File: src/verilog/pwmoc_pkg.sv
// package: register map, field layout and types of the pwm output pin control block
package pwmoc_pkg;
    // register byte offsets on the wishbone bus
    localparam logic [3:0] CHOP_OFF = 4'h0;
    localparam logic [3:0] MDC_OFF = 4'h4;
    localparam logic [3:0] PINCTL_OFF = 4'h8;
    localparam logic [3:0] UNLOCK_OFF = 4'hC;
    // chop register fields
    localparam int CHOP_EN_BIT = 15;
    localparam int CHOP_DIV_W = 10;
    // pin control register fields
    localparam int HIGH_OWN_BIT = 15;
    localparam int LOW_OWN_BIT = 14;
    localparam int HIGH_POL_BIT = 13;
    localparam int LOW_POL_BIT = 12;
    localparam int PMODE_LSB = 10;
    localparam int HIGH_OVR_BIT = 9;
    localparam int LOW_OVR_BIT = 8;
    localparam int OVR_DAT_LSB = 6;
    localparam int FLT_DAT_LSB = 4;
    localparam int CL_DAT_LSB = 2;
    localparam int SWAP_BIT = 1;
    localparam int OVERRIDE_SYNC_BIT = 0;
    // reset values
    localparam logic [15:0] CHOP_RST = 16'h0000;
    localparam logic [15:0] MDC_RST = 16'h0000;
    localparam logic [15:0] PINCTL_RST = 16'hC000;
    // unlock sequence keys
    localparam logic [15:0] UNLOCK_KEY1 = 16'hAA55;
    localparam logic [15:0] UNLOCK_KEY2 = 16'h55AA;
    localparam logic [1:0] PMODE_RESERVED = 2'h3;

    // pin pair drive from the generator and the pin outputs
    typedef struct packed {
        logic high;
        logic low;
    } pwmoc_pair_type;
endpackage : pwmoc_pkg

File: src/verilog/pwmoc_chop.sv
// chop clock divider: toggles at terminal count of a reloading counter
`timescale 1ns/1ns
module pwmoc_chop #(
    parameter int DIV_W = 10
) (
    input wire logic clk_i,
    input wire logic rst_i,
    input wire logic ce_i,
    input wire logic tick_i,
    input wire logic enable_i,
    input wire logic [DIV_W-1:0] divider_i,
    output logic chop_o
);
    logic [DIV_W-1:0] cnt_q;
    initial begin
        if (DIV_W < 1) $error("chop divider width must be positive");
    end
    // count prescaled ticks, reload on terminal count; disabled holds low
    always_ff @(posedge clk_i) begin
        if (rst_i) begin
            cnt_q <= '0;
            chop_o <= 1'b0;
        end else if (ce_i) begin
            if (!enable_i) begin
                cnt_q <= divider_i;
                chop_o <= 1'b0;
            end else if (tick_i) begin
                if (cnt_q == '0) begin
                    cnt_q <= divider_i;
                    chop_o <= ~chop_o;
                end else begin
                    cnt_q <= cnt_q - 1'b1;
                end
            end
        end
    end
endmodule : pwmoc_chop

File: src/verilog/pwmoc_sync.sv
// two flip-flop synchroniser for a level from outside the clock domain
`timescale 1ns/1ns
module pwmoc_sync (
    input wire logic clk_i,
    input wire logic rst_i,
    input wire logic ce_i,
    input wire logic d_i,
    output logic q_o
);
    logic meta_q;
    // first stage feeds only the second
    always_ff @(posedge clk_i) begin
        if (rst_i) begin
            meta_q <= 1'b0;
            q_o <= 1'b0;
        end else if (ce_i) begin
            meta_q <= d_i;
            q_o <= meta_q;
        end
    end
endmodule : pwmoc_sync

File: src/verilog/pwmoc_top.sv
// pwm output stage: chop clock, master duty cycle and pin control behind wishbone
// How it works
// - chop enable bit 15 starts chop generator, clearing stops it.
// - chop clock toggles every divider field plus one prescaled ticks.
// - sixteen bit master duty cycle register, read and write.
// - ownership bit set gives pin to pwm, clear leaves gpio control.
// - polarity bit set makes pin active low, clear active high.
// - two bit pin pair mode field; code 11 is reserved.
// - during current limit with no fault active, pins take current limit data bits.
// - with lock option set, pin control writes need unlock sequence first.
// - pin control resets with both ownership bits one, rest zero.
//
// The register offsets and the Wishbone slave port were chosen for this implementation.
`timescale 1ns/1ns
module pwmoc_top #(
    parameter int DIV_W = 10
) (
    input wire logic clk_i,
    input wire logic rst_i,
    input wire logic ce_i,
    // classic wishbone slave
    input wire logic cyc_i,
    input wire logic stb_i,
    input wire logic we_i,
    input wire logic [3:0] adr_i,
    input wire logic [3:0] sel_i,
    input wire logic [31:0] dat_i,
    output logic [31:0] dat_o,
    output logic ack_o,
    output logic err_o,
    // device context
    input wire logic prescale_tick_i,
    input wire logic pwm_module_enable_i,
    input wire logic lock_config_i,
    input wire logic gen_high_i,
    input wire logic gen_low_i,
    input wire logic current_limit_i,
    input wire logic fault_i,
    input wire logic gpio_high_i,
    input wire logic gpio_low_i,
    // outputs
    output logic high_side_output_o,
    output logic low_side_output_o,
    output logic chop_clk_o,
    output logic [15:0] master_duty_o,
    output logic [1:0] pin_pair_mode_o,
    output logic lock_active_o
);
    logic [15:0] chop_q;
    logic [15:0] mdc_q;
    logic [15:0] pinctl_q;
    logic [1:0] unlock_stage_q;
    logic unlocked_q;
    logic cl_sync;
    logic flt_sync;
    logic req;
    logic wr_ok;
    logic lane_lo;
    logic lane_hi;
    logic [15:0] wdat;
    logic [15:0] pin_wmask;
    logic mapped;
    logic pinctl_wr;
    pwmoc_pkg::pwmoc_pair_type gen_pair;
    pwmoc_pkg::pwmoc_pair_type drive_pair;
    pwmoc_pkg::pwmoc_pair_type out_d;

    initial begin
        if (DIV_W != 10) $error("chop divider field is fixed at ten bits");
    end

    // current limit and fault inputs come from outside the clock domain
    pwmoc_sync u_cl_sync (
        .clk_i(clk_i),
        .rst_i(rst_i),
        .ce_i(ce_i),
        .d_i(current_limit_i),
        .q_o(cl_sync)
    );
    pwmoc_sync u_flt_sync (
        .clk_i(clk_i),
        .rst_i(rst_i),
        .ce_i(ce_i),
        .d_i(fault_i),
        .q_o(flt_sync)
    );

    // bus decode; ack only on the first cycle so each access takes one edge
    assign req = cyc_i && stb_i && !ack_o && !err_o;
    assign lane_lo = sel_i[0];
    assign lane_hi = sel_i[1];
    assign wdat = dat_i[15:0];
    assign mapped = (adr_i == pwmoc_pkg::CHOP_OFF) || (adr_i == pwmoc_pkg::MDC_OFF)
        || (adr_i == pwmoc_pkg::PINCTL_OFF) || (adr_i == pwmoc_pkg::UNLOCK_OFF);
    assign wr_ok = req && we_i && mapped;
    assign pinctl_wr = wr_ok && (adr_i == pwmoc_pkg::PINCTL_OFF)
        && (!lock_config_i || unlocked_q);
    assign pin_wmask = {{8{lane_hi}}, {8{lane_lo}}};

    // answer: ack for mapped, err for unmapped, one cycle after request
    always_ff @(posedge clk_i) begin
        if (rst_i) begin
            ack_o <= 1'b0;
            err_o <= 1'b0;
        end else if (ce_i) begin
            ack_o <= req && mapped;
            err_o <= req && !mapped;
        end
    end

    // read data captured with the answer
    always_ff @(posedge clk_i) begin
        if (rst_i) begin
            dat_o <= 32'h0000_0000;
        end else if (ce_i) begin
            if (req && !we_i) begin
                if (adr_i == pwmoc_pkg::CHOP_OFF) begin
                    dat_o <= {16'h0000, chop_q};
                end else if (adr_i == pwmoc_pkg::MDC_OFF) begin
                    dat_o <= {16'h0000, mdc_q};
                end else if (adr_i == pwmoc_pkg::PINCTL_OFF) begin
                    dat_o <= {16'h0000, pinctl_q};
                end else if (adr_i == pwmoc_pkg::UNLOCK_OFF) begin
                    dat_o <= {30'h0000_0000, lock_active_o, unlocked_q};
                end else begin
                    dat_o <= 32'h0000_0000;
                end
            end
        end
    end

    // chop register; bits 14-10 are unimplemented and read zero
    always_ff @(posedge clk_i) begin
        if (rst_i) begin
            chop_q <= pwmoc_pkg::CHOP_RST;
        end else if (ce_i && wr_ok && adr_i == pwmoc_pkg::CHOP_OFF) begin
            if (lane_lo) chop_q[7:0] <= wdat[7:0];
            if (lane_hi) chop_q[15:8] <= {wdat[pwmoc_pkg::CHOP_EN_BIT], 5'h00, wdat[9:8]};
        end
    end

    // master duty cycle storage
    always_ff @(posedge clk_i) begin
        if (rst_i) begin
            mdc_q <= pwmoc_pkg::MDC_RST;
        end else if (ce_i && wr_ok && adr_i == pwmoc_pkg::MDC_OFF) begin
            if (lane_lo) mdc_q[7:0] <= wdat[7:0];
            if (lane_hi) mdc_q[15:8] <= wdat[15:8];
        end
    end

    // pin control; reset gives ownership to pwm, lock gates writes
    always_ff @(posedge clk_i) begin
        if (rst_i) begin
            pinctl_q <= pwmoc_pkg::PINCTL_RST;
        end else if (ce_i && pinctl_wr) begin
            pinctl_q <= (pinctl_q & ~pin_wmask) | (wdat & pin_wmask);
        end
    end

    // unlock sequence: key1 then key2 opens one pin control write
    always_ff @(posedge clk_i) begin
        if (rst_i) begin
            unlock_stage_q <= 2'h0;
            unlocked_q <= 1'b0;
        end else if (ce_i) begin
            if (wr_ok && adr_i == pwmoc_pkg::UNLOCK_OFF && sel_i[1:0] == 2'h3) begin
                if (wdat == pwmoc_pkg::UNLOCK_KEY1) begin
                    unlock_stage_q <= 2'h1;
                end else if (wdat == pwmoc_pkg::UNLOCK_KEY2 && unlock_stage_q == 2'h1) begin
                    unlock_stage_q <= 2'h0;
                    unlocked_q <= 1'b1;
                end else begin
                    unlock_stage_q <= 2'h0;
                end
            end else if (pinctl_wr) begin
                unlocked_q <= 1'b0; // one write per unlock
            end
        end
    end

    assign lock_active_o = lock_config_i && !unlocked_q;

    // chop clock divider
    pwmoc_chop #(
        .DIV_W(DIV_W)
    ) u_chop (
        .clk_i(clk_i),
        .rst_i(rst_i),
        .ce_i(ce_i),
        .tick_i(prescale_tick_i),
        .enable_i(chop_q[pwmoc_pkg::CHOP_EN_BIT]),
        .divider_i(chop_q[DIV_W-1:0]),
        .chop_o(chop_clk_o)
    );

    // generator pair shaped by pair mode; reserved code drives both inactive
    always_comb begin
        gen_pair.high = gen_high_i;
        gen_pair.low = gen_low_i;
        case (pinctl_q[pwmoc_pkg::PMODE_LSB +: 2])
            2'h0: gen_pair.low = ~gen_high_i; // complementary
            2'h1: gen_pair.low = gen_low_i; // redundant/independent low
            2'h2: gen_pair.low = gen_low_i; // independent
            default: begin
                gen_pair.high = 1'b0;
                gen_pair.low = 1'b0;
            end
        endcase
        // swap exchanges the two shaped levels in one step
        if (pinctl_q[pwmoc_pkg::SWAP_BIT]) begin
            gen_pair = {gen_pair.low, gen_pair.high};
        end
    end

    // priority: fault, then current limit, then override, then generator
    always_comb begin
        drive_pair = gen_pair;
        if (pinctl_q[pwmoc_pkg::HIGH_OVR_BIT]) drive_pair.high = pinctl_q[pwmoc_pkg::OVR_DAT_LSB + 1];
        if (pinctl_q[pwmoc_pkg::LOW_OVR_BIT]) drive_pair.low = pinctl_q[pwmoc_pkg::OVR_DAT_LSB];
        if (cl_sync) begin
            drive_pair.high = pinctl_q[pwmoc_pkg::CL_DAT_LSB + 1];
            drive_pair.low = pinctl_q[pwmoc_pkg::CL_DAT_LSB];
        end
        if (flt_sync) begin
            drive_pair.high = pinctl_q[pwmoc_pkg::FLT_DAT_LSB + 1];
            drive_pair.low = pinctl_q[pwmoc_pkg::FLT_DAT_LSB];
        end
        out_d.high = pinctl_q[pwmoc_pkg::HIGH_OWN_BIT]
            ? drive_pair.high ^ pinctl_q[pwmoc_pkg::HIGH_POL_BIT] : gpio_high_i;
        out_d.low = pinctl_q[pwmoc_pkg::LOW_OWN_BIT]
            ? drive_pair.low ^ pinctl_q[pwmoc_pkg::LOW_POL_BIT] : gpio_low_i;
    end

    // registered pin drive avoids glitches at the gate driver
    always_ff @(posedge clk_i) begin
        if (rst_i) begin
            high_side_output_o <= 1'b0;
            low_side_output_o <= 1'b0;
        end else if (ce_i) begin
            high_side_output_o <= out_d.high;
            low_side_output_o <= out_d.low;
        end
    end

    assign master_duty_o = mdc_q;
    assign pin_pair_mode_o = pinctl_q[pwmoc_pkg::PMODE_LSB +: 2]; // pwm_module_enable_i unused

    // checks
    lock_blocks_a: assert property (@(posedge clk_i) disable iff (rst_i)
        (ce_i && lock_config_i && !unlocked_q) |=> $stable(pinctl_q))
        else $error("pin control changed while locked");
    reset_own_a: assert property (@(posedge clk_i)
        !rst_i && $past(rst_i) |-> pinctl_q == 16'hC000)
        else $error("pin control reset value wrong");
    mdc_write_a: assert property (@(posedge clk_i) disable iff (rst_i)
        (ce_i && wr_ok && adr_i == 4'h4 && sel_i[1:0] == 2'h3) |=> mdc_q == $past(dat_i[15:0]))
        else $error("master duty write lost");
    chop_stop_a: assert property (@(posedge clk_i) disable iff (rst_i)
        (ce_i && !chop_q[15]) |=> !chop_clk_o)
        else $error("chop runs while disabled");
    cl_drive_a: assert property (@(posedge clk_i) disable iff (rst_i)
        (ce_i && cl_sync && !flt_sync && pinctl_q[15] && !pinctl_q[13])
        |=> high_side_output_o == $past(pinctl_q[3]))
        else $error("current limit high state wrong");
    ovr_drive_a: assert property (@(posedge clk_i) disable iff (rst_i)
        (ce_i && !cl_sync && !flt_sync && pinctl_q[14] && pinctl_q[8] && !pinctl_q[12])
        |=> low_side_output_o == $past(pinctl_q[6]))
        else $error("override low state wrong");
    gpio_own_a: assert property (@(posedge clk_i) disable iff (rst_i)
        (ce_i && !pinctl_q[15]) |=> high_side_output_o == $past(gpio_high_i))
        else $error("gpio lost high pin");
    pol_invert_a: assert property (@(posedge clk_i) disable iff (rst_i)
        (ce_i && pinctl_q[14] && pinctl_q[12] && !pinctl_q[8] && !cl_sync && !flt_sync
        && pinctl_q[11:10] == 2'h2 && !pinctl_q[1]) |=> low_side_output_o == !$past(gen_low_i))
        else $error("low polarity wrong");
endmodule : pwmoc_top
File: config.mk
export PLATFORM = sky130hd
export DESIGN_NAME = pwmoc_top
export DESIGN_NICKNAME = d
export VERILOG_FILES = /design/src/verilog/pwmoc_pkg.sv /design/src/verilog/pwmoc_chop.sv /design/src/verilog/pwmoc_sync.sv /design/src/verilog/pwmoc_top.sv
export SDC_FILE = /design/constraint.sdc
export NUM_CORES = 1
export LEC_CHECK = 0
export BUFFER_PORTS_ARGS = -buffer_cell sky130_fd_sc_hd__buf_2
export CORE_MARGIN = 4
export CORE_UTILIZATION = 53
export DETAILED_ROUTE_END_ITERATION = 7
export GPL_ROUTABILITY_DRIVEN = 0
export HOLD_SLACK_MARGIN = 0.15
export PLACE_DENSITY = 0.8
export SYNTH_ARGS = -nofsm -noshare
export SYNTH_HDL_FRONTEND = slang
export SYNTH_SLANG_ARGS = --single-unit
File: constraint.sdc
create_clock -name clk_i -period 2.1 [get_ports clk_i]
set_input_delay 0.21 -clock clk_i [delete_from_list [all_inputs] [get_ports clk_i]]
set_output_delay 0.21 -clock clk_i [all_outputs]
set_load 0.01 [all_outputs]
* Word-level counts from Yosys, hierarchy flattened
Index checks and enable logic that the tools add are counted.
** Word-level totals
- Memories kept :: 0
- Output and inout bits :: 56
- Memory bits (writable) :: 0
- Input port bits :: 55
- Bits in latches :: 0
- Memory bits (read-only) :: 0
- Register bits after elaboration :: 97
** Operators by class
- $mul :: 0
- Div/mod/pow operators :: 0
- Add/subtract/negate cells :: 1
- $lt $le $gt $ge :: 0
- Bitwise operators :: 8
- Shifts and indexed selects :: 0
- Equal/unequal tests :: 13
- Reduce and logical (&&, ||, !) cells :: 43
- Multiplexer cells :: 24
** Operators with widths (count)
- 2-to-1 mux 16 bit :: 3
- bitwise AND 16 bit :: 2
- 2-to-1 mux 10 bit :: 3
- logical AND 1 bit :: 18
- == test 16 x 15 -> 1 bit, second input constant :: 1
- == test 16 bit, second input constant :: 1
- NOT 16 bit :: 1
- bitwise OR 16 bit :: 1
- AND reduction 2 bit :: 7
- 2-to-1 mux 1 bit :: 13
- zero test 10 bit :: 1
- subtractor 10 x 1 -> 10 bit, second input constant :: 1
- == test 4 bit, second input constant :: 2
- 2-to-1 mux 2 bit :: 4
- zero test 1 bit :: 6
- == test 2 x 1 -> 1 bit, second input constant :: 2
- == test 2 bit, second input constant :: 2
- == test 4 x 3 -> 1 bit, second input constant :: 1
- zero test 4 bit :: 1
- logical OR 1 bit :: 4
- != test 2 x 1 -> 1 bit, second input constant :: 2
- != test 2 bit, second input constant :: 2
- AND reduction 4 bit :: 1
- AND reduction 3 bit :: 1
- other kinds (7) :: 9

* Longest topological paths before layout
Gate-level depths: netlist of the first run.
- Word-level depth :: 9
- Gate-level depth with buffers :: 7
- Depth with buffers taken out :: 6

* Cells and area by module
Synthesis of the first run repeated with hierarchy kept, for this count alone.
** Second synthesis, totals
- Cell total of the unflattened synthesis :: 447
- Area, all modules :: 3988.8 um^2
** By module, submodules not included
- pwmoc_top :: seq. area each 1301.2 um^2, area an instance 3104.2 um^2, instances 1, cells an instance 340
- pwmoc_chop :: seq. area each 220.2 um^2, area an instance 749.5 um^2, instances 1, cells an instance 95
- pwmoc_sync :: seq. area each 40.0 um^2, area an instance 67.6 um^2, instances 2, cells an instance 6

* Worst setup path after synthesis of the first run
Ideal clock, no wire load.
- Path type :: register to register
- From :: reg u_chop.cnt_q[0]
- To :: reg u_chop.chop_o
- Data arrival time :: 1.550 ns
- Path slack :: 0.432 ns
- Setup time :: 0.118 ns
- Buffers on the path :: 0
- Period minus slack after synthesis :: 1.668 ns
- Cell stages (with the launch flop) :: 7
- Path through :: dfxtp_1 > inv_1 > ha_1 > or4b_4 > nor3_1 > mux2i_1 > o21ai_1
** On the way
- Word-level cells in the longest chain between the ends :: 3
** RTL lines
- start: declaration :: RTL line pwmoc_chop.sv:14 : logic [DIV_W-1:0] cnt_q;
- start signal: assignment :: RTL line pwmoc_chop.sv:25 : cnt_q <= divider_i;
- start signal: assignment :: RTL line pwmoc_chop.sv:29 : cnt_q <= divider_i;
- start signal: assignment :: RTL line pwmoc_chop.sv:32 : cnt_q <= cnt_q - 1'b1;
- zero test 10 bit :: RTL line pwmoc_chop.sv:28 : if (cnt_q == '0) begin
- != test 2 x 1 -> 1 bit (no source line)
- AND reduction 3 bit (no source line)
- end signal: assignment :: RTL line pwmoc_chop.sv:30 : chop_o <= ~chop_o;
- end: declaration :: RTL line pwmoc_chop.sv:12 : output logic chop_o
Every way passes these cells.
A chain may end at the register's enable or synchronous reset.

* Worst setup path in the final report of the first run
- From :: reg u_chop.cnt_q[0]
- To :: reg u_chop.cnt_q[2]
** On the way
- Word-level cells in the longest chain between the ends :: 4
** RTL lines
- subtractor 10 x 1 -> 10 bit or zero test 10 bit (tied branches) :: RTL line pwmoc_chop.sv:32, pwmoc_chop.sv:28
- 2-to-1 mux 10 bit * :: RTL line pwmoc_chop.sv:28
- 2-to-1 mux 10 bit * :: RTL line pwmoc_chop.sv:27 : end else if (tick_i) begin
- 2-to-1 mux 10 bit * :: RTL line pwmoc_chop.sv:24 : if (!enable_i) begin
Mark *: on every way between the ends. The rest lies on a longest branch, timed or not. The select of a mux whose other input is x is not followed.

==> metrics, run 1 <==
status complete, no violations; port buffer count 75; clock skew 0.00612 ns; placed cell area between 4000 and 5000 sq um; most common cell after layout, fill and taps aside nand2_1; # fillers between 600 and 700; crit path from u_chop.cnt_q[0]; register area share after synthesis 0.388; min-delay src dat_i[10]; Cells after Synth 467; synthesized cell area slightly above 4000 sq um; CTS Buf Count 9; final HPWL from detailed placement 8150 um; worst reg2reg path startpoint u_chop.cnt_q[0]; Highest Clock Rate 528 MHz; number of flops mapped to enable cells by yosys 0; global routing usage on met2 0.383; leakage power 2.13 nW; num rows 31; M1 GR Usage 0.313; Compound-Gate Fraction of Synth Area 0.122; design area 4770 sq um; critical path's largest stage delay 0.53 ns; initial antenna violation count 0; largest net degree at the start of global routing 36; Detailed Route WL 11000 um; Min-Delay Path Class input pin to register; number of antenna diodes 0; postcts setup bufs 0; RSZ-0062 raised after global routing no; grt ovf 0; H-tree lvl count 3; worst path buffer plus inverter count 1; Post-synth ARST share 0; post-cts resize count 0; die area 9260 sq um; largest family of logic cells by synthesized area simple AND/OR/NAND/NOR gates; # clock sinks 80; CTS tree built; grt peak-use layer met2; ys flop type dfxtp_1; DR pass1 iterations 6; Hold Buf Count CTS 4; vias in the first global route 3561; area share of fa/ha/maj cells after synthesis 0.00909; CP delay by family, top simple AND/OR/NAND/NOR gates; Worst-Skew Late Latency 0.36 ns; Die Y 96.3 um; total of max-cap violations 0; Total Nets Final 598; final max-slew violation count 0; fraction of layout instances using a drive strength above 1 0.221; Initial Util 0.557; I/O pins 111; crit start category register; Initial DRC Count 205; Final Cycle Share 0.901; Final Setup Violations 0; Final Hold Fails 0; DRC 0; Power per Cell Area roughly 650 nW/um^2; Critical Path End Type register; setup TNS 0 ns; core area 7410 sq um; Tot Pwr 3.11 mW; Worst path slowest cell or4b_4; CTS Buffer Depth 2; Crit Path Max Fanout 5; final core occ 0.643; most frequent cells in the layout nand2_1 (87), dfxtp_1 (80), buf_2 (75); Worst VDD drop 0.315 mV; Die W between 90 and 100 um; Worst Path Arrival approximately 2.2 ns; met3 Usage GRT 0.0532; Worst-Margin Slew 0.713 ns; Synth warnings 0; GRT Resource Usage Total 0.244; shortest period the worst path allows 1.89 ns; via/cell ratio around 5.9; synthesized flop and latch total 80; Root Buffer Master clkbuf_8; Post-Synth Simple-Gate Area 0.250; Crit Path Category register to register; hold_ws 0.158 ns; vias 3787; first-pass GRT wire length 17200 um; xor and xnor area share after synthesis 0.00849; Layout area overhead 15.5%; critical-path cell list inv_1 -> ha_1 -> or4b_4 -> o31ai_4 -> nand2_2 -> a211oi_1; antenna viol nets, final 0; mux cell area share after synthesis 0.152; Reg clk slew, reported paths 0.08 ns; drt wl/cell around 17 um; Worst slew margin 0.520; Required @ worst endpoint ~2.4 ns; syn avg cell area 8.84 sq um; synth unique cells 60
-- worst register-to-register path: stages, from the launching register on --
cell	delay, ns
dfxtp_1	0.35
inv_1	0.07
ha_1	0.20
or4b_4	0.53
o31ai_4	0.33
nand2_2	0.14
a211oi_1	0.20
-- logic make-up after synthesis --
kind of cell / count (synthesis)
fa+ha+maj: 3
mux: 60
flops: 80
compound gates: 71
simple gates: 196
other cells: 1
buf+inv: 52
xor+xnor: 4
-- area by class of cell --
cell class,instances,area (sq um),area share
Inverter,10,37.5,0.00788
Multi-Input combinational cell,350,2290,0.481
Tap cell,99,124,0.0260
Clock inverter,5,81.3,0.0171
Sequential cell,80,1600,0.336
Clock buffer,10,138,0.0289
Timing Repair Buffer,89,490,0.103
-- final timing paths --
path                            end  slack (ns)  cells after the start
setup / recovery    u_chop.cnt_q[2]        0.21                      6
hold / removal    master_duty_o[10]        0.16                      3
setup reg to reg    u_chop.cnt_q[2]        0.21                      6
hold reg to reg            dat_o[8]        0.45                      2
-- stage by stage --
step	setup WS, ns	instances
after floorplan	0.432	482
after global placement	0.308	624
after detailed placement	0.227	624
after CTS	0.217	643
after global routing	0.0950	643
final	0.207	643
-- power by group --
group,internal (mW),switching [mW]
clock,0.695,0.573
sequential,1.53,0.0127
combinational,0.108,0.190
total,2.33,0.776
-- layer usage --
| metal | wire length (um) | share of wire |
|---|---|---|
| met1 | 4510 | 0.41 |
| met2 | 5330 | 0.48 |
| met3 | 938 | 0.085 |
| met4 | 257 | 0.023 |
| met5 | 0 | 0 |
-- synth_stat cells (all sizes together) (4+ instances only) --
cell	count	area share
nand2	88	0.081
nor3	8	0.015
nor4	5	0.0076
nor2b	9	0.014
buf	29	0.048
clkbuf	12	0.011
a22o	5	0.011
dfxtp	80	0.39
o2bb2ai	9	0.019
a21oi	27	0.033
xor2	4	0.0085
inv	10	0.0091
nand3	26	0.033
mux2i	58	0.14
nand4	10	0.020
o21ai	4	0.0048
nor2	16	0.015
nor4b	4	0.0085
a31oi	6	0.0091
and3	4	0.0061
nand3b	7	0.014
(Power assumes the default switching activity.)
==> run 2, diff against run 1 <==
--- a/config.mk
+++ b/config.mk
@@ -6,6 +6,7 @@
 export NUM_CORES = 1
 export LEC_CHECK = 0
 export BUFFER_PORTS_ARGS = -buffer_cell sky130_fd_sc_hd__buf_2
+export CORE_ASPECT_RATIO = 0.7
 export CORE_MARGIN = 4
 export CORE_UTILIZATION = 53
 export DETAILED_ROUTE_END_ITERATION = 7
==> run 2 against run 1 <==
Net effect:
- sequential power about the same
- non-clock buffer count up 5
- die area up 0.24%
- first-iteration DRC count up 28%
- final cell count up 0.78%
- routed wire length up 2.3%
- worst hold slack better by 0.021 ns
- register-to-register slack about the same
- core utilization up 0.063 points
- count of clock-buffer cells in the layout up 1
- critical path type unchanged
- largest power group unchanged
==> metrics, run 2 (synthesized netlist as in run 1, its figures left out) <==
status complete, no violations; port buffer count 75; initial antenna violation count 0; Flop pwr share 0.509; number of antenna diodes 0; DRC 0; final HPWL from detailed placement 8420 um; P_int 2.25 mW; Worst Path Arrival 2.17 ns; drt wl/cell approximately 17 um; largest net degree at the start of global routing 63; vias approximately 3.8k; Clk pwr share 0.391; Initial Util 0.554; Crit Path Max Fanout 5; crit start category register; H-tree lvl count 3; Root Buffer Master clkbuf_8; Worst VDD drop 0.438 mV; first-pass GRT wire length 18200 um; GRT Resource Usage Total 0.253; clock skew 0.00381 ns; Power per Cell Area 631 nW/um^2; Switching Fraction 0.257; Die W 113 um; Highest Clock Rate about 530 MHz; setup TNS 0 ns; RSZ-0062 raised after global routing no; DR pass1 iterations 5; CTS Buffer Depth 2; vias in the first global route roughly 3.6k; Final Setup Violations 0; leakage power 2.14 nW; Final Hold Fails 0; # clock sinks 80; Crit Path Category register to register; Worst-Skew Late Latency 0.36 ns; via/cell ratio 5.85; CTS Buf Count 9; final core occ 0.644; combinational power share 0.100; fraction of layout instances using a drive strength above 1 0.224; I/O pins 111; most frequent cells in the layout nand2_1 (87), dfxtp_1 (80), buf_2 (75); Worst-Margin Slew 0.666 ns; die area slightly above 9000 sq um; Initial DRC Count ~260; num rows 26; most common cell after layout, fill and taps aside nand2_1; Critical Path End Type register; total of max-cap violations 0; core area 7450 sq um; Final Cycle Share 0.903; Sequential Area roughly 1600 sq um; Detailed Route WL 11300 um; final max-slew violation count 0; Die Y 81.8 um; grt ovf 0; shortest period the worst path allows approximately 1.9 ns; # fillers 646; hold_ws 0.179 ns; area of the multi-input gates 2290 sq um; Worst slew margin 0.552; switching power 778 uW; Layout area overhead 16.2%; antenna viol nets, final 0; Reg clk slew, reported paths 0.08 ns; Total Nets Final 603; Min-Delay Path Class input pin to register; CTS tree built; Required @ worst endpoint 2.38 ns
## run 2: metrics by stage
step	std cells	power, mW	instance area [sq um]	worst slack, ns
final	648	3.03	4800	0.204
after global routing	648	3.14	4800	0.0706
after CTS	648	3.03	4800	0.221
after detailed placement	625	1.86	4520	0.219
after global placement	625	1.85	4520	0.293
after floorplan	482	1.78	4180	0.432
## run 2: final timing paths
kind                            to            start  slack (ns)  cells past startpoint
hold reg to reg           dat_o[1]         dat_o[1]        0.46                      2
hold / removal    master_duty_o[5]         dat_i[5]        0.18                      3
setup reg to reg   u_chop.cnt_q[2]  u_chop.cnt_q[0]        0.20                      6
setup / recovery   u_chop.cnt_q[2]  u_chop.cnt_q[0]        0.20                      6
## run 2: critical path: stages, from the launching register on
cell and delay [ns]:
dfxtp_1 0.36, inv_1 0.07, ha_1 0.21, or4b_4 0.53, o31ai_4 0.31, nand2_2 0.13, a211oi_1 0.21
## run 2: layout make-up
class                      instances  share of cell area
sequential                        80               0.334
timing repair buffer              94               0.112
clock buffer                      11              0.0316
clock inverter                     5              0.0115
multi-input combinational        350               0.478
inverter                          10             0.00782
tap                               98              0.0256
## run 2: power by group through the flow
stage          combinational [mW]  sequential [mW]  clock (mW)
4_1_cts                     0.297             1.54        1.19
6_report                    0.303             1.54        1.18
3_3_place_gp                0.279             1.58           0
5_1_grt                     0.330             1.54        1.27
3_5_place_dp                0.286             1.58           0
2_1_floorplan               0.207             1.57           0
## run 2: per-layer routing
layer / GRT usage / part of all wire / vias up
met5: 0 / 0 / -
met4: 0.0564 / 0.0086 / 0
met3: 0.0817 / 0.094 / 16
met2: 0.415 / 0.46 / 170
met1: 0.328 / 0.44 / 1808
li1: - / - / 1796
## run 2: what timing repair did
| action | in CTS | in global routing |
|---|---|---|
| hold buffers | 7 | 0 |
| endpoints found under the hold margin | 10 | 0 |
| resized for setup | 0 | 0 |
| setup buffers | 0 | 0 |
==> run 3, diff against run 2 <==
--- a/config.mk
+++ b/config.mk
@@ -13,6 +13,7 @@
 export GPL_ROUTABILITY_DRIVEN = 0
 export HOLD_SLACK_MARGIN = 0.15
 export PLACE_DENSITY = 0.8
+export RECOVER_POWER = 100
 export SYNTH_ARGS = -nofsm -noshare
 export SYNTH_HDL_FRONTEND = slang
 export SYNTH_SLANG_ARGS = --single-unit
==> run 3 against run 2 <==
Net effect:
- power about the same
- critical path depth down 2
- core utilization down 0.96 points
- combinational power down 1%
- worst hold slack worse by 0.0032 ns
- sequential share of layout area up 0.50 points
- maximum frequency up 0.27%
- first-iteration DRC count up 27%
- clock skew about the same
- global-route usage unchanged
- clock power about the same
- via count down 0.92%
- critical path type unchanged
==> metrics, run 3 (synthesized netlist as in run 1, its figures left out) <==
Worst path slowest cell nor3_4; leakage power ~2 nW; vias in the first global route 3620; Switching Fraction 0.258; Worst slew margin 0.553; shortest period the worst path allows about 1.9 ns; critical-path cell list and4bb_1 -> nand3_2 -> nor3_4 -> mux2i_1; final worst slack 0.209 ns; first-pass GRT wire length 18200 um; Worst Hold Path Cells 3; Required @ worst endpoint 2.38 ns; largest net degree at the start of global routing 63; combinational power share 0.099; H-tree lvl count 3; Initial Util 0.554; Crit Path Category register to register; Power per Cell Area 640 nW/um^2; Final Setup Violations 0; GRT Resource Usage Total 0.253; Detailed Route WL about 11000 um; DR pass1 iterations 5; total of max-cap violations 0; status complete, no violations; Highest Clock Rate about 530 MHz; Die W 113 um; via/cell ratio 5.79; num rows 26; min-delay src dat_i[4]; antenna viol nets, final 0; Worst VDD drop between 0.4 and 0.5 mV; Crit Path Max Fanout 8; core area 7450 sq um; final core occ 0.634; CTS Buffer Depth 2; fraction of layout instances using a drive strength above 1 0.142; most frequent cells in the layout nand2_1 (87), dfxtp_1 (80), mux2i_1 (58); Clk pwr share 0.392; number of antenna diodes 0; drt wl/cell 17.5 um; Hold Buf Count CTS 7; # fillers around 660; setup slack, reg-to-reg 0.21 ns; Layout area overhead 14.5%; CTS tree built; Final Hold Fails 0; CTS Buf Count 9; most common cell after layout, fill and taps aside nand2_1; hold_ws 0.176 ns; critical path's largest stage delay 0.56 ns; Total Nets Final 603; Worst Path Arrival 2.17 ns; final HPWL from detailed placement between 8000 and 9000 um; I/O pins 111; Worst-Margin Slew approximately 0.66 ns; setup TNS 0 ns; # clock sinks 80; Die Y 81.8 um; RSZ-0062 raised after global routing no; Hold EP master_duty_o[4]; Initial DRC Count 334; Final Cycle Share 0.900; Flop pwr share 0.509; worst reg2reg path startpoint ack_o; port buffer count 75; post-cts resize count 0; clock skew 0.00375 ns; initial antenna violation count 0; die area between 9000 and 10000 sq um; postcts setup bufs 0; Min-Delay Path Class input pin to register; Root Buffer Master clkbuf_8; final max-slew violation count 0; switching power a little under 800 uW; Critical Path End Type register; vias 3755; crit start category register; DRC 0; R2R cell count 4; P_int 2.25 mW; setup slack after placement roughly 0.22 ns; Worst-Skew Late Latency 0.36 ns; grt ovf 0; Reg clk slew, reported paths 0.08 ns
==> run 3: stage by stage <==
step | cell area (sq um) | power (mW) | instances
2_1_floorplan | 4180 | 1.78 | 482
3_3_place_gp | 4520 | 1.85 | 625
3_5_place_dp | 4520 | 1.86 | 625
4_1_cts | 4800 | 3.03 | 648
5_1_grt | 4730 | 3.13 | 648
6_report | 4730 | 3.03 | 648
==> run 3: critical path, delay by kind of cell, from the launching register on <==
family	cells	cell delay (ns)
and+or+nand+nor	3	1.20
DFF	1	0.33
muxes	1	0.28
==> run 3: final cells by class <==
type / instances / area, sq um / area share
Inverter: 10 / 37.5 / 0.00794
Timing Repair Buffer: 94 / 475 / 0.101
Multi-Input combinational cell: 350 / 2280 / 0.483
Tap cell: 98 / 123 / 0.0259
Clock inverter: 5 / 55.1 / 0.0116
Clock buffer: 11 / 151 / 0.0320
Sequential cell: 80 / 1600 / 0.339
==> run 3: routing by layer <==
| metal | part of all wire | vias to the layer above | global-route usage | wire length (um) |
|---|---|---|---|---|
| met5 | 0 | - | 0 | 0 |
| met2 | 0.45 | 165 | 0.415 | 5150 |
| li1 | - | 1796 | - | - |
| met1 | 0.45 | 1781 | 0.328 | 5060 |
| met4 | 0.0079 | 0 | 0.0564 | 89 |
| met3 | 0.090 | 13 | 0.0817 | 1020 |
==> run 3: power by group through the flow <==
stage / clock, mW / combinational [mW] / sequential, mW
2_1_floorplan: 0 / 0.207 / 1.57
3_3_place_gp: 0 / 0.279 / 1.58
3_5_place_dp: 0 / 0.286 / 1.58
4_1_cts: 1.19 / 0.297 / 1.54
5_1_grt: 1.27 / 0.326 / 1.54
6_report: 1.19 / 0.299 / 1.54
==> run 3: how the worst max path moves through the flow <==
stage                                from         endpoint  slack, ns  cells past startpoint
after floorplan           u_chop.cnt_q[0]    u_chop.chop_o       0.43                      6
after global placement    u_chop.cnt_q[0]    u_chop.chop_o       0.29                      6
after detailed placement  u_chop.cnt_q[0]  u_chop.cnt_q[2]       0.22                      6
after CTS                 u_chop.cnt_q[0]  u_chop.cnt_q[2]       0.22                      6
after global routing      u_chop.cnt_q[0]  u_chop.cnt_q[5]       0.07                      6
final                               ack_o         register       0.21                      4
